**src/inc/drs_pkg.sv**
```systemverilog
// Constants, register map and types for the reference select block.
// Assumes a 125 MHz system clock driving all monitor and loop logic.
package drs_pkg;
	localparam int NREF            = 4;
	localparam int NCO_W           = 54;
	localparam int CLK_KHZ         = 125000;
	localparam int CLK_PERIOD_PS   = 8000;
	localparam int PRI_OUT_KHZ     = 77760;
	localparam int FRAME_PERIOD_NS = 125000;
	localparam int FRAME_CYC       = FRAME_PERIOD_NS * 1000 / CLK_PERIOD_PS;
	localparam int NCO_PER_FRAME   = PRI_OUT_KHZ / 8;
	localparam int ACT_TIMEOUT_US  = 1000;
	localparam int ACT_TIMEOUT_CYC = ACT_TIMEOUT_US * 1000000 / CLK_PERIOD_PS;
	localparam int LEAK_MS         = 8;
	localparam int LEAK_CYC        = LEAK_MS * 1000000 / (CLK_PERIOD_PS / 1000);
	localparam logic [63:0] NCO_NOM64 = ((64'h1 << NCO_W) / 64'(CLK_KHZ)) * 64'(PRI_OUT_KHZ);
	// Loop gain
	localparam int PRI_BW_STEPS = 10;
	localparam int AUX_BW_STEPS = 3;
	localparam int BW_BASE      = 12;
	localparam int AUX_BW_BASE  = 17;
	localparam int HOLD_FILT_SH = 6;
	// Register byte addresses
	localparam logic [7:0] REG_CTRL   = 8'h00;
	localparam logic [7:0] REG_BW     = 8'h04;
	localparam logic [7:0] REG_CAL    = 8'h08;
	localparam logic [7:0] REG_HOLD   = 8'h0c;
	localparam logic [7:0] REG_MON    = 8'h10;
	localparam logic [7:0] REG_PPRIO  = 8'h14;
	localparam logic [7:0] REG_APRIO  = 8'h18;
	localparam logic [7:0] REG_THR    = 8'h1c;
	localparam logic [7:0] REG_DIVN   = 8'h20;
	localparam logic [7:0] REG_LIM    = 8'h24;
	localparam logic [7:0] REG_STATUS = 8'h28;
	localparam logic [7:0] REG_PHASE  = 8'h2c;
	localparam logic [7:0] REG_PFREQ  = 8'h30;
	// Control field positions
	localparam int C_PMODE = 0;
	localparam int C_NONREV = 2;
	localparam int C_PFORCE = 3;
	localparam int C_PFSEL = 4;
	localparam int C_AFORCE = 6;
	localparam int C_AFSEL = 7;
	localparam int C_FOLLOW = 9;
	localparam int C_PHEN = 10;
	localparam int C_PHA = 11;
	localparam int C_PHB = 13;
	localparam int C_SONET = 15;
	localparam int C_SYNCR = 16;
	localparam int C_HMAN = 18;
	localparam int C_HFILT = 19;
	localparam int D_EN = 16;
	// Reset values
	localparam logic [31:0] CTRL_RST  = 32'h0000_0000;
	localparam logic [31:0] BW_RST    = 32'h0000_0014;
	localparam logic [31:0] MON_RST   = 32'h0000_00aa;
	localparam logic [31:0] PRIO_RST  = 32'h0000_5432;
	localparam logic [31:0] THR_RST   = 32'h0808_0808;
	localparam logic [31:0] DIVN_RST  = 32'h0000_0000;
	localparam logic [31:0] LIM_RST   = 32'h0040_0010;
	// Encodings
	localparam logic [1:0] MON_OFF = 2'h0;
	localparam logic [1:0] MON_ACT = 2'h1;
	localparam logic [1:0] MON_BOTH = 2'h2;
	localparam logic [1:0] FORCE_AUTO = 2'h0;
	localparam logic [1:0] FORCE_FREE = 2'h1;
	localparam logic [1:0] FORCE_LOCK = 2'h2;
	localparam logic [1:0] FORCE_HOLD = 2'h3;
	localparam logic [1:0] SYNC_2K = 2'h0;
	typedef enum logic [1:0] {PS_FREE = 2'b00, PS_LOCK = 2'b01, PS_HOLD = 2'b10} drs_state_t;
endpackage

```
**src/hw/drs_ref_select.sv**
```systemverilog
// Reference monitors, source selection and mode control for two timing paths.
// Assumes references, sync and strap inputs are synchronous to CLK.
// Functional notes
// - Free-run frequency follows oscillator plus software trim
// - Locked mode locks to most suitable reference
// - Holdover keeps last good reference frequency
// - Loop arithmetic uses 54-bit resolution
// - Monitor mode: frequency+activity, activity, or off
// - Monitors run continuously on all inputs
// - Hard limit rejects, soft limit only flags
// - Auto select picks highest priority valid input
// - Each path has its own priorities
// - Auto or host-forced source per path
// - Per-input activity alarm threshold
// - Automatic free-run, locked, holdover switching
// - Primary bandwidth 10 steps, auxiliary three
// - Extra features only on primary path
// - Primary mode forceable; auxiliary only reference forceable
// - Auxiliary measures phase between two inputs
// - Primary loop always generates 77.76 MHz word
// - Auxiliary follows primary 8 kHz when configured
// - Sync pulse resets 8 kHz divider, and 2 kHz divider only at 2 kHz sync rate
// - 2, 4 or 8 kHz sync accepted
// - Pre-divider brings 8 kHz multiples down
// - Rate strap presets rate bit at reset
// - Fast detector flags loss, freezes holdover
module drs_ref_select
	import drs_pkg::*;
#(
	parameter int ACT_CYC  = ACT_TIMEOUT_CYC,
	parameter int LEAK_CYCS = LEAK_CYC
)(
	// Clock, reset, enable
	input  wire logic            CLK,
	input  wire logic            RSTN,
	input  wire logic            CE,
	// Avalon-MM slave
	input  wire logic [7:0]      AVS_ADDRESS,
	input  wire logic            AVS_READ,
	input  wire logic            AVS_WRITE,
	input  wire logic [31:0]     AVS_WRITEDATA,
	input  wire logic [3:0]      AVS_BYTEENABLE,
	output logic      [31:0]     AVS_READDATA,
	output logic                 AVS_WAITREQUEST,
	// Reference, sync and strap pins
	input  wire logic [NREF-1:0] REF_INPUT,
	input  wire logic            SYNC_PULSE_INPUT,
	input  wire logic            RATE_SEL,
	// Timing outputs
	output logic                 PRI_CLK_OUT,
	output logic                 AUX_CLK_OUT,
	output logic                 FRAME_8K_OUT,
	output logic                 MFRAME_2K_OUT,
	output logic      [1:0]      PRI_MODE,
	output logic      [1:0]      AUX_MODE,
	output logic                 REF_LOST
);
	localparam logic [19:0] FRAME20 = 20'(FRAME_CYC);
	localparam logic [NCO_W-1:0] NOM = NCO_W'(NCO_NOM64);

	logic [31:0] ctrl, bwreg, cal, hold_ofs, mon, pprio, aprio, thr, divn, lim;
	logic [NREF-1:0] ref_q, rise, tick, act_alarm, soft_flag, hard_flag, fast_lost, valid, ok;
	logic [19:0] since [NREF];
	logic [19:0] per_last [NREF];
	logic [17:0] act_cnt [NREF];
	logic [7:0] bucket [NREF];
	logic [13:0] divc [NREF];
	logic [19:0] leak_cnt;
	logic leak;
	drs_state_t pri_state, aux_state;
	logic [1:0] pri_sel, aux_sel;
	logic [2:0] pri_cand, aux_cand;
	logic [NCO_W-1:0] pri_freq, hold_freq, aux_freq, pri_acc, aux_acc, free_word;
	logic pri_carry, frame_tick, sync_q, sync_rise;
	logic [13:0] frame_cnt;
	logic [1:0] mf_cnt;
	logic [19:0] aux_since;
	logic aux_src_tick, aux_src_ok;
	logic [19:0] phase_cnt, phase_res;
	logic phase_run;
	wire wr = CE && AVS_WRITE && !AVS_WAITREQUEST;
	wire [1:0] pri_force = ctrl[C_PMODE+:2];
	wire nonrev = ctrl[C_NONREV];
	wire pforce = ctrl[C_PFORCE];
	wire aforce = ctrl[C_AFORCE];
	wire aux_follow = ctrl[C_FOLLOW];
	wire hold_man = ctrl[C_HMAN];

	// Byte-lane merge for register writes
	function automatic logic [31:0] merge(input logic [31:0] old, input logic [31:0] wd, input logic [3:0] be);
		logic [31:0] r;
		r = old;
		for (int b = 0; b < 4; b++)
			if (be[b])
				r[8*b+:8] = wd[8*b+:8];
		return r;
	endfunction

	// Lowest nonzero priority number wins; zero disables the input
	function automatic logic [2:0] best_ref(input logic [NREF-1:0] okv, input logic [15:0] prio);
		logic [2:0] r;
		logic [3:0] p, bp;
		r = 3'h0;
		bp = 4'hf;
		for (int i = 0; i < NREF; i++)
		begin
			p = prio[4*i+:4];
			if (okv[i] && p != 4'h0 && (!r[2] || p < bp))
			begin
				r = {1'b1, 2'(i)};
				bp = p;
			end
		end
		return r;
	endfunction

	// Error in cycles of a measured 8 kHz period, sign-extended to loop width
	function automatic logic [NCO_W-1:0] perr(input logic [19:0] per);
		logic [20:0] e;
		e = {1'b0, per} - {1'b0, FRAME20};
		return {{(NCO_W-21){e[20]}}, e};
	endfunction

	// Bus slave: one wait state, then a single-cycle answer
	always_ff @(posedge CLK)
	begin
		if (!RSTN)
		begin
			AVS_WAITREQUEST <= 1'b1;
			AVS_READDATA <= 32'h0;
		end
		else if (CE)
		begin
			if ((AVS_READ || AVS_WRITE) && AVS_WAITREQUEST)
			begin
				AVS_WAITREQUEST <= 1'b0;
				case (AVS_ADDRESS)
					REG_CTRL: AVS_READDATA <= ctrl;
					REG_BW: AVS_READDATA <= bwreg;
					REG_CAL: AVS_READDATA <= cal;
					REG_HOLD: AVS_READDATA <= hold_ofs;
					REG_MON: AVS_READDATA <= mon;
					REG_PPRIO: AVS_READDATA <= pprio;
					REG_APRIO: AVS_READDATA <= aprio;
					REG_THR: AVS_READDATA <= thr;
					REG_DIVN: AVS_READDATA <= divn;
					REG_LIM: AVS_READDATA <= lim;
					REG_STATUS: AVS_READDATA <= {7'h0, REF_LOST, aux_state, aux_sel, pri_state, pri_sel,
						act_alarm, hard_flag, soft_flag, valid};
					REG_PHASE: AVS_READDATA <= {12'h0, phase_res};
					REG_PFREQ: AVS_READDATA <= pri_freq[NCO_W-1-:32];
					default: AVS_READDATA <= 32'h0;
				endcase
			end
			else
				AVS_WAITREQUEST <= 1'b1;
		end
	end

	// Configuration registers; rate bit taken from the strap during reset
	always_ff @(posedge CLK)
	begin
		if (!RSTN)
		begin
			ctrl <= CTRL_RST | (32'(RATE_SEL) << C_SONET);
			bwreg <= BW_RST;
			cal <= 32'h0;
			hold_ofs <= 32'h0;
			mon <= MON_RST;
			pprio <= PRIO_RST;
			aprio <= PRIO_RST;
			thr <= THR_RST;
			divn <= DIVN_RST;
			lim <= LIM_RST;
		end
		else if (wr)
		begin
			case (AVS_ADDRESS)
				REG_CTRL: ctrl <= merge(ctrl, AVS_WRITEDATA, AVS_BYTEENABLE);
				REG_BW: bwreg <= merge(bwreg, AVS_WRITEDATA, AVS_BYTEENABLE);
				REG_CAL: cal <= merge(cal, AVS_WRITEDATA, AVS_BYTEENABLE);
				REG_HOLD: hold_ofs <= merge(hold_ofs, AVS_WRITEDATA, AVS_BYTEENABLE);
				REG_MON: mon <= merge(mon, AVS_WRITEDATA, AVS_BYTEENABLE);
				REG_PPRIO: pprio <= merge(pprio, AVS_WRITEDATA, AVS_BYTEENABLE);
				REG_APRIO: aprio <= merge(aprio, AVS_WRITEDATA, AVS_BYTEENABLE);
				REG_THR: thr <= merge(thr, AVS_WRITEDATA, AVS_BYTEENABLE);
				REG_DIVN: divn <= merge(divn, AVS_WRITEDATA, AVS_BYTEENABLE);
				REG_LIM: lim <= merge(lim, AVS_WRITEDATA, AVS_BYTEENABLE);
				default: ;
			endcase
		end
	end

	// Shared leak timebase and edge detect
	always_ff @(posedge CLK)
	begin
		if (!RSTN)
		begin
			leak_cnt <= 20'h0;
			ref_q <= '0;
			sync_q <= 1'b0;
		end
		else if (CE)
		begin
			leak_cnt <= (leak_cnt == 20'(LEAK_CYCS - 1)) ? 20'h0 : leak_cnt + 20'h1;
			ref_q <= REF_INPUT;
			sync_q <= SYNC_PULSE_INPUT;
		end
	end
	assign leak = leak_cnt == 20'(LEAK_CYCS - 1);
	assign rise = REF_INPUT & ~ref_q;
	assign sync_rise = SYNC_PULSE_INPUT && !sync_q;

	// One monitor per input, running whether or not selected
	for (genvar gi = 0; gi < NREF; gi++)
	begin : g_mon
		wire [1:0] mode = mon[2*gi+:2];
		wire den = divn[D_EN+gi];
		wire [19:0] dev = (since[gi] > FRAME20) ? since[gi] - FRAME20 : FRAME20 - since[gi];
		wire anomaly = !rise[gi] && act_cnt[gi] == 18'(ACT_CYC - 1);
		assign tick[gi] = rise[gi] && (!den || divc[gi] == divn[13:0]);
		assign fast_lost[gi] = per_last[gi] != 20'h0 && since[gi] > {per_last[gi][18:0], 1'b0};
		// Hard limit rejects; soft limit never affects validity
		// A monitored input qualifies only after one measured period, so a dead pin never locks
		assign valid[gi] = (mode == MON_OFF) || (per_last[gi] != 20'h0 && !act_alarm[gi] &&
			!(mode == MON_BOTH && hard_flag[gi]));
		assign ok[gi] = valid[gi] && !fast_lost[gi];

		// Pre-divider, period measurement, frequency limits
		always_ff @(posedge CLK)
		begin
			if (!RSTN)
			begin
				divc[gi] <= 14'h0;
				since[gi] <= 20'h0;
				per_last[gi] <= 20'h0;
				hard_flag[gi] <= 1'b0;
				soft_flag[gi] <= 1'b0;
			end
			else if (CE)
			begin
				if (rise[gi])
					divc[gi] <= (den && divc[gi] != divn[13:0]) ? divc[gi] + 14'h1 : 14'h0;
				since[gi] <= tick[gi] ? 20'h0 : (since[gi] == 20'hfffff ? since[gi] : since[gi] + 20'h1);
				if (tick[gi])
					per_last[gi] <= since[gi];
				// Frequency is judged only while activity is clean
				if (mode != MON_BOTH)
				begin
					hard_flag[gi] <= 1'b0;
					soft_flag[gi] <= 1'b0;
				end
				else if (tick[gi] && !act_alarm[gi])
				begin
					hard_flag[gi] <= dev > {4'h0, lim[31:16]};
					soft_flag[gi] <= dev > {4'h0, lim[15:0]};
				end
			end
		end

		// Activity anomalies fill a leaky bucket against the input's own threshold
		always_ff @(posedge CLK)
		begin
			if (!RSTN)
			begin
				act_cnt[gi] <= 18'h0;
				bucket[gi] <= 8'h0;
				act_alarm[gi] <= 1'b0;
			end
			else if (CE)
			begin
				act_cnt[gi] <= (rise[gi] || anomaly) ? 18'h0 : act_cnt[gi] + 18'h1;
				if (anomaly && bucket[gi] != 8'hff)
					bucket[gi] <= bucket[gi] + 8'h1;
				else if (leak && !anomaly && bucket[gi] != 8'h0)
					bucket[gi] <= bucket[gi] - 8'h1;
				if (mode == MON_OFF)
					act_alarm[gi] <= 1'b0;
				else if (bucket[gi] >= thr[8*gi+:8] && thr[8*gi+:8] != 8'h0)
					act_alarm[gi] <= 1'b1;
				else if (bucket[gi] == 8'h0)
					act_alarm[gi] <= 1'b0;
			end
		end
	end

	// Candidates: host-forced input or best by each path's priorities
	assign pri_cand = pforce ? {ok[ctrl[C_PFSEL+:2]], ctrl[C_PFSEL+:2]} : best_ref(ok, pprio[15:0]);
	assign aux_cand = aforce ? {ok[ctrl[C_AFSEL+:2]], ctrl[C_AFSEL+:2]} : best_ref(ok, aprio[15:0]);

	// Primary path controller: software can override the state
	always_ff @(posedge CLK)
	begin
		if (!RSTN)
		begin
			pri_state <= PS_FREE;
			pri_sel <= 2'h0;
			REF_LOST <= 1'b0;
		end
		else if (CE)
		begin
			case (pri_force)
				FORCE_FREE: pri_state <= PS_FREE;
				FORCE_HOLD: pri_state <= PS_HOLD;
				FORCE_LOCK:
				begin
					pri_state <= PS_LOCK;
					if (pri_cand[2])
						pri_sel <= pri_cand[1:0];
				end
				default:
				case (pri_state)
					PS_FREE:
					if (pri_cand[2])
					begin
						pri_state <= PS_LOCK;
						pri_sel <= pri_cand[1:0];
					end
					PS_LOCK:
					if (!ok[pri_sel])
					begin
						pri_state <= PS_HOLD;
						REF_LOST <= 1'b1;
					end
					// Non-revertive keeps a healthy reference even if a better one returns
					else if (pri_cand[2] && pri_cand[1:0] != pri_sel && (!nonrev || pforce))
						pri_sel <= pri_cand[1:0];
					PS_HOLD:
					if (pri_cand[2])
					begin
						pri_state <= PS_LOCK;
						pri_sel <= pri_cand[1:0];
						REF_LOST <= 1'b0;
					end
					default: pri_state <= PS_FREE;
				endcase
			endcase
		end
	end

	// Primary frequency word: trimmed free-run, frequency lock, held value
	assign free_word = NOM + {{(NCO_W-32){cal[31]}}, cal};
	always_ff @(posedge CLK)
	begin
		if (!RSTN)
		begin
			pri_freq <= NOM;
			hold_freq <= NOM;
		end
		else if (CE)
		begin
			case (pri_state)
				PS_LOCK:
				if (tick[pri_sel])
				begin
					pri_freq <= pri_freq - (perr(since[pri_sel]) << (BW_BASE +
						((bwreg[3:0] >= 4'(PRI_BW_STEPS)) ? PRI_BW_STEPS - 1 : int'(bwreg[3:0]))));
					// Filtering trades holdover reaction time for noise immunity
					if (ctrl[C_HFILT])
						hold_freq <= hold_freq + NCO_W'($signed(pri_freq - hold_freq) >>> HOLD_FILT_SH);
					else
						hold_freq <= pri_freq;
				end
				PS_HOLD: pri_freq <= hold_man ? NOM + {{(NCO_W-32){hold_ofs[31]}}, hold_ofs} : hold_freq;
				default: pri_freq <= free_word;
			endcase
		end
	end

	// Primary NCO nominally at 77.76 MHz whatever the pins select
	always_ff @(posedge CLK)
	begin
		if (!RSTN)
		begin
			{pri_carry, pri_acc} <= '0;
			{aux_acc, PRI_CLK_OUT, AUX_CLK_OUT} <= '0;
		end
		else if (CE)
		begin
			{pri_carry, pri_acc} <= {1'b0, pri_acc} + {1'b0, pri_freq};
			aux_acc <= aux_acc + aux_freq;
			PRI_CLK_OUT <= pri_acc[NCO_W-1];
			AUX_CLK_OUT <= aux_acc[NCO_W-1];
		end
	end

	// 8 kHz and 2 kHz dividers; sync realigns 8 kHz, and 2 kHz only at 2 kHz sync rate
	assign frame_tick = pri_carry && frame_cnt == 14'(NCO_PER_FRAME - 1);
	always_ff @(posedge CLK)
	begin
		if (!RSTN)
		begin
			frame_cnt <= 14'h0;
			mf_cnt <= 2'h0;
			FRAME_8K_OUT <= 1'b0;
			MFRAME_2K_OUT <= 1'b0;
		end
		else if (CE)
		begin
			FRAME_8K_OUT <= frame_tick && !sync_rise;
			MFRAME_2K_OUT <= frame_tick && !sync_rise && mf_cnt == 2'h3;
			if (sync_rise)
			begin
				frame_cnt <= 14'h0;
				// Faster sync cannot place the 2 kHz phase, so it is left alone
				if (ctrl[C_SYNCR+:2] == SYNC_2K)
					mf_cnt <= 2'h0;
			end
			else if (pri_carry)
			begin
				frame_cnt <= frame_tick ? 14'h0 : frame_cnt + 14'h1;
				if (frame_tick)
					mf_cnt <= mf_cnt + 2'h1;
			end
		end
	end

	// Auxiliary path: fixed controller, source may follow the primary 8 kHz
	assign aux_src_tick = aux_follow ? frame_tick : tick[aux_sel];
	assign aux_src_ok = aux_follow || ok[aux_sel];
	always_ff @(posedge CLK)
	begin
		if (!RSTN)
		begin
			aux_state <= PS_FREE;
			aux_sel <= 2'h0;
		end
		else if (CE)
		begin
			case (aux_state)
				PS_FREE:
				if (aux_follow || aux_cand[2])
				begin
					aux_state <= PS_LOCK;
					aux_sel <= aux_cand[1:0];
				end
				PS_LOCK:
				if (!aux_src_ok)
					aux_state <= PS_HOLD;
				else if (!aux_follow && aux_cand[2] && aux_cand[1:0] != aux_sel)
					aux_sel <= aux_cand[1:0];
				PS_HOLD:
				if (aux_follow || aux_cand[2])
				begin
					aux_state <= PS_LOCK;
					aux_sel <= aux_cand[1:0];
				end
				default: aux_state <= PS_FREE;
			endcase
		end
	end

	// Auxiliary loop: only three gain settings
	always_ff @(posedge CLK)
	begin
		if (!RSTN)
		begin
			aux_freq <= NOM;
			aux_since <= 20'h0;
		end
		else if (CE)
		begin
			aux_since <= aux_src_tick ? 20'h0 : (aux_since == 20'hfffff ? aux_since : aux_since + 20'h1);
			if (aux_state == PS_FREE)
				aux_freq <= free_word;
			else if (aux_state == PS_LOCK && aux_src_tick && aux_since != 20'h0)
				aux_freq <= aux_freq - (perr(aux_since) << (AUX_BW_BASE +
					((bwreg[5:4] >= 2'(AUX_BW_STEPS)) ? AUX_BW_STEPS - 1 : int'(bwreg[5:4]))));
		end
	end

	// Phase difference between two chosen inputs, in clock cycles
	always_ff @(posedge CLK)
	begin
		if (!RSTN)
		begin
			phase_run <= 1'b0;
			phase_cnt <= 20'h0;
			phase_res <= 20'h0;
		end
		else if (CE && ctrl[C_PHEN])
		begin
			if (tick[ctrl[C_PHB+:2]] && phase_run)
			begin
				phase_res <= phase_cnt;
				phase_run <= 1'b0;
			end
			else if (tick[ctrl[C_PHA+:2]])
			begin
				phase_run <= 1'b1;
				phase_cnt <= 20'h0;
			end
			else if (phase_run && phase_cnt != 20'hfffff)
				phase_cnt <= phase_cnt + 20'h1;
		end
	end

	assign PRI_MODE = pri_state;
	assign AUX_MODE = aux_state;

	AST_START_FREE: assert property (@(posedge CLK) disable iff (!RSTN)
		!$past(RSTN) |-> (pri_state == PS_FREE && aux_state == PS_FREE))
		else $error("path not in free-run after reset");
	AST_FREERUN: assert property (@(posedge CLK) disable iff (!RSTN)
		(CE && pri_state == PS_FREE) |=> (pri_freq == $past(free_word)))
		else $error("free-run word not oscillator plus trim");
	AST_HOLDOVER: assert property (@(posedge CLK) disable iff (!RSTN)
		(CE && pri_state == PS_HOLD && !hold_man) |=> (pri_freq == $past(hold_freq)))
		else $error("holdover word not last good value");
	AST_LOST: assert property (@(posedge CLK) disable iff (!RSTN)
		(CE && pri_state == PS_LOCK && pri_force == FORCE_AUTO && fast_lost[pri_sel])
		|=> (pri_state == PS_HOLD && REF_LOST))
		else $error("lost reference did not enter holdover");
	AST_BEST: assert property (@(posedge CLK) disable iff (!RSTN)
		(CE && pri_state == PS_HOLD && pri_force == FORCE_AUTO && !pforce && pri_cand[2])
		|=> (pri_state == PS_LOCK && pri_sel == $past(pri_cand[1:0])))
		else $error("holdover did not relock to best input");
	AST_NONREV: assert property (@(posedge CLK) disable iff (!RSTN)
		(CE && pri_state == PS_LOCK && nonrev && !pforce && pri_force == FORCE_AUTO && ok[pri_sel])
		|=> (pri_sel == $past(pri_sel)))
		else $error("non-revertive selection switched");
	AST_SYNC: assert property (@(posedge CLK) disable iff (!RSTN)
		(CE && sync_rise) |=> (frame_cnt == 14'h0 && !FRAME_8K_OUT))
		else $error("sync did not reset frame divider");
	AST_BUCKET: assert property (@(posedge CLK) disable iff (!RSTN)
		(CE && mon[1:0] != MON_OFF && thr[7:0] != 8'h0 && bucket[0] >= thr[7:0]) |=> act_alarm[0] ##0 !valid[0])
		else $error("bucket over threshold without alarm");
	AST_HARD: assert property (@(posedge CLK) disable iff (!RSTN)
		(hard_flag[0] && mon[1:0] == MON_BOTH) |-> !valid[0])
		else $error("hard limit did not reject input");
	AST_FOLLOW: assert property (@(posedge CLK) disable iff (!RSTN)
		(CE && aux_follow && aux_state == PS_FREE) |=> (aux_state == PS_LOCK))
		else $error("auxiliary did not lock to primary 8 kHz");
endmodule

```
**config.mk**
```make
export PLATFORM = sky130hd
export DESIGN_NAME = drs_ref_select
export DESIGN_NICKNAME = d
export VERILOG_FILES = /design/src/inc/drs_pkg.sv /design/src/hw/drs_ref_select.sv
export SDC_FILE = /design/constraint.sdc
export NUM_CORES = 2
export LEC_CHECK = 0
export BUFFER_PORTS_ARGS = -buffer_cell sky130_fd_sc_hd__buf_2
export CAP_MARGIN = 40
export CORE_MARGIN = 4
export CORE_UTILIZATION = 48
export DETAILED_ROUTE_END_ITERATION = 10
export SLEW_MARGIN = 15
export SYNTH_ARGS = -nofsm -noshare
export SYNTH_HDL_FRONTEND = slang
export SYNTH_SLANG_ARGS = --single-unit
```
**constraint.sdc**
```tcl
create_clock -name CLK -period 6.6 [get_ports CLK]
set_clock_uncertainty 0.05 [all_clocks]
set_input_delay 0.66 -clock CLK [delete_from_list [all_inputs] [get_ports CLK]]
set_output_delay 0.66 -clock CLK [all_outputs]
set_load 0.1 [all_outputs]
```
==> flow_summary.toml <==
[synthesis]
postSynthNetCount = 10140
yosys_most_used_dff = "dfxtp_1"
syn-mean-instance-area_sq_um = 8.042
syn-cell-area_sq_um = 76160
synth-edff-count = 321
postSynthCellCount = 9470
synth_cell_types = 110
ys_seq_area_share_pct = 32.42
synth-async-reset-ratio_pct = 0
yosys_warnings = 0
synth.ff_latch_count = 1073

[detailed_routing]
via_count = 73530
drc = 0
first_iteration_detailed_routing_drc_count = 8591
totalWireLength_um = 289700
firstDrtPassIters = 8
antenna_violating_nets_post_route = 0
routedWlPerCell_um = 24.68
met1_length_um = 124700
met3_length_um = 29220
route.top_layer_used = "met5"
met2WireLength_um = 121000
drt-vias-per-instance = 6.265

[layout]
post-route-cell-area_sq_um = 85010
area.growth.synth_to_final_pct = 11.61
final_common_cell = "nand2_1"
finish.net_count = 10220
drive_above_1_share_pct = 8.614
mostFrequentLayoutCells = "1280 x nand2_1, 1017 x nor2_1, 876 x a21oi_1"

[worst_setup_path]
crit_path_start_kind = "register"
cp_top_family = "simple AND/OR/NAND/NOR gates"
crit_path_top_delay_cell = "mux4_2"
critical_path_peak_fanout = 14
cp_num_buf_inv = 3
setup_slack_on_the_worst_flop_to_flop_path_ps = 290
max_stage_delay_ps = 610
cp_common_cell = "or3_1"
data_arrival_time_of_the_critical_path_ps = 6940
end_kind = "register"
timing_worst_setup_path_type = "register to register"
required_time_reported_for_the_critical_path_endpoint_ps = 7230

[die]
initial_utilization_pct = 48.53
boundaryPins = 97
design.die.area_sq_um = 165100
chipWidth_um = 406.3
design.core.area_sq_um = 156900
chipHeight_um = 406.3
core.rowCount = 145

[grt]
grtUsageTotal_pct = 34.05
grt_first_pass_wirelength_um = 431300
grt-ovfl-total = 0
grt_pass1_vias = 68400
antenna_violations_before_repair = 37
grt_max_degree = 78

[pwr]
power_per_cell_area_nw_per_um2 = 313.8
vdd_ir_drop_max_uv = 285.0
static_leakage_nw = 33.83

[place]
buffer_ports.inserted = 96
dpl.hpwl_um = 218400
routabilityCongestion = 1.016
place_area_sq_um = 79920

[timing]
setup_viol = 0
timing.fmax_mhz = 158.5
finalCriticalPeriod_ps = 6311
worst_pin_slew_ps = 1108
period_share_pct = 95.62
final-max-slew-violation-count = 0
finalHoldViolCount = 0
max-slew-margin-rel_pct = 25.46
fin_setup_tns_ps = 0

[flow_run]
max_cap_viol_count = 0

[cts]
cts-buffers-inserted = 134
post_cts_hold_buffer_count = 0
clkTransAtPathRegs_ps = 60
h-tree-depth = 4
cts_tree = "done"
clock_tree.root_cell = "clkbuf_16"
clk_path_buf_depth = 3
clock_latency_ps = 810
clock-sinks = 1073

[worst_hold_path]
worstHoldPathType = "input pin to register"

[status]
run_status = "completed"
## registers in the layout, summed over array words and instances (netlist names), 54 cells and up, named ones only
register and flops:
divc 56, per_last 80, act_cnt 72, pri_acc 54
since 80, hold_freq 54, aux_freq 54, pri_freq 54
aux_acc 54
## final cells by class
type	instances	area (sq um)
inverter	372	1405
sequential	1073	24700
fill	14820	71930
clock inverter	56	763.2
multi-input combinational	7553	48570
tap	2058	2575
antenna	20	50.05
timing repair buffer	417	3037
clock buffer	188	3901
## power by group
part / switching, mW / internal, mW / leakage (nW)
registers: 0.401 / 7.15 / 9.57
logic: 6.71 / 4.57 / 22.0
clock network: 3.20 / 4.64 / 2.29
total: 10.3 / 16.4 / 33.8
## synthesized netlist by cell type (146+ instances only)
| master | count | area share (%) |
|---|---|---|
| clkbuf_1 | 405 | 2.0 |
| dfxtp_1 | 752 | 20 |
| nand2_1 | 1283 | 6.3 |
| nand3_1 | 246 | 1.6 |
| a21o_1 | 253 | 2.5 |
| ha_1 | 610 | 10 |
| o21ai_0 | 371 | 2.4 |
| nor2_1 | 1032 | 5.1 |
| inv_1 | 365 | 1.8 |
| xor2_1 | 308 | 3.5 |
| mux2i_1 | 161 | 2.1 |
| nor3_1 | 168 | 1.1 |
| xnor2_1 | 372 | 4.3 |
| a21oi_1 | 884 | 5.8 |
| nand4_1 | 146 | 1.2 |
| edfxtp_1 | 321 | 13 |
## stage by stage
| step | std cells | total power, mW | hold WS (ps) | setup slack [ps] | utilization (%) |
|---|---|---|---|---|---|
| final | 11740 | 26.67 | 76.64 | 289.3 | 54.17 |
| after global routing | 11720 | 28.10 | 85.52 | -25.17 | 54.14 |
| after CTS | 11700 | 26.39 | 30.94 | 3.062 | 53.91 |
| after detailed placement | 11460 | 18.52 | 392.6 | -124.2 | 50.93 |
| after global placement | 11440 | 18.43 | 388.3 | -87.00 | 50.82 |
| after floorplan | 9470 | 15.52 | 379.1 | 503.4 | - |
## path summary, 6_finish.rpt
| path | startpoint | endpoint | depth (start not counted) |
|---|---|---|---|
| worst min-delay path | SYNC_PULSE_INPUT | sync_q | 3 |
| worst max-delay path | register | pri_freq[51] | 25 |
| worst max register to register | register | pri_freq[51] | 25 |
| worst min register to register | MFRAME_2K_OUT | MFRAME_2K_OUT | 2 |
## worst register-to-register path, cell delays in order (launching register included)
cell and delay, ps:
dfxtp_4 420, buf_8 210, mux4_2 610, or3_1 470
or3_1 340, o21bai_1 180, xor2_1 170, buf_4 160
mux2i_4 220, mux2i_2 120, nor2_1 100, a21o_1 180
a21o_1 160, o21ai_1 100, ha_1 410, nand4_1 180
or3_1 400, or4_1 420, a21oi_1 240, nor2_1 80
buf_4 160, o211ai_1 280, a31oi_1 140, xnor2_1 140
a31oi_1 170, a21oi_1 90
## routing by layer
layer,track usage [%],vias to the layer above
met4,15.50,20
li1,-,34300
met3,7.525,629
met2,50.40,3384
met5,0.2379,-
met1,47.27,35200
## cells by family after synthesis
family	Yosys count	synth area share, %
compound gates	2531	21.20
xor+xnor	680	7.820
fa+ha+maj	617	10.18
buf+inv	844	4.252
flops	1073	32.42
mux	198	3.021
other cells	1	0.004924
simple gates	3526	21.10
## what timing repair did
| action | 4_1_cts | 5_1_grt |
|---|---|---|
| buffers inserted | 0 | 9 |
| pin swaps | 1 | 13 |
| gates resized for setup | 2 | 49 |
| gates cloned | 0 | 0 |
| setup endpoints to repair | 4 | 49 |
(Power assumes the default switching activity.)
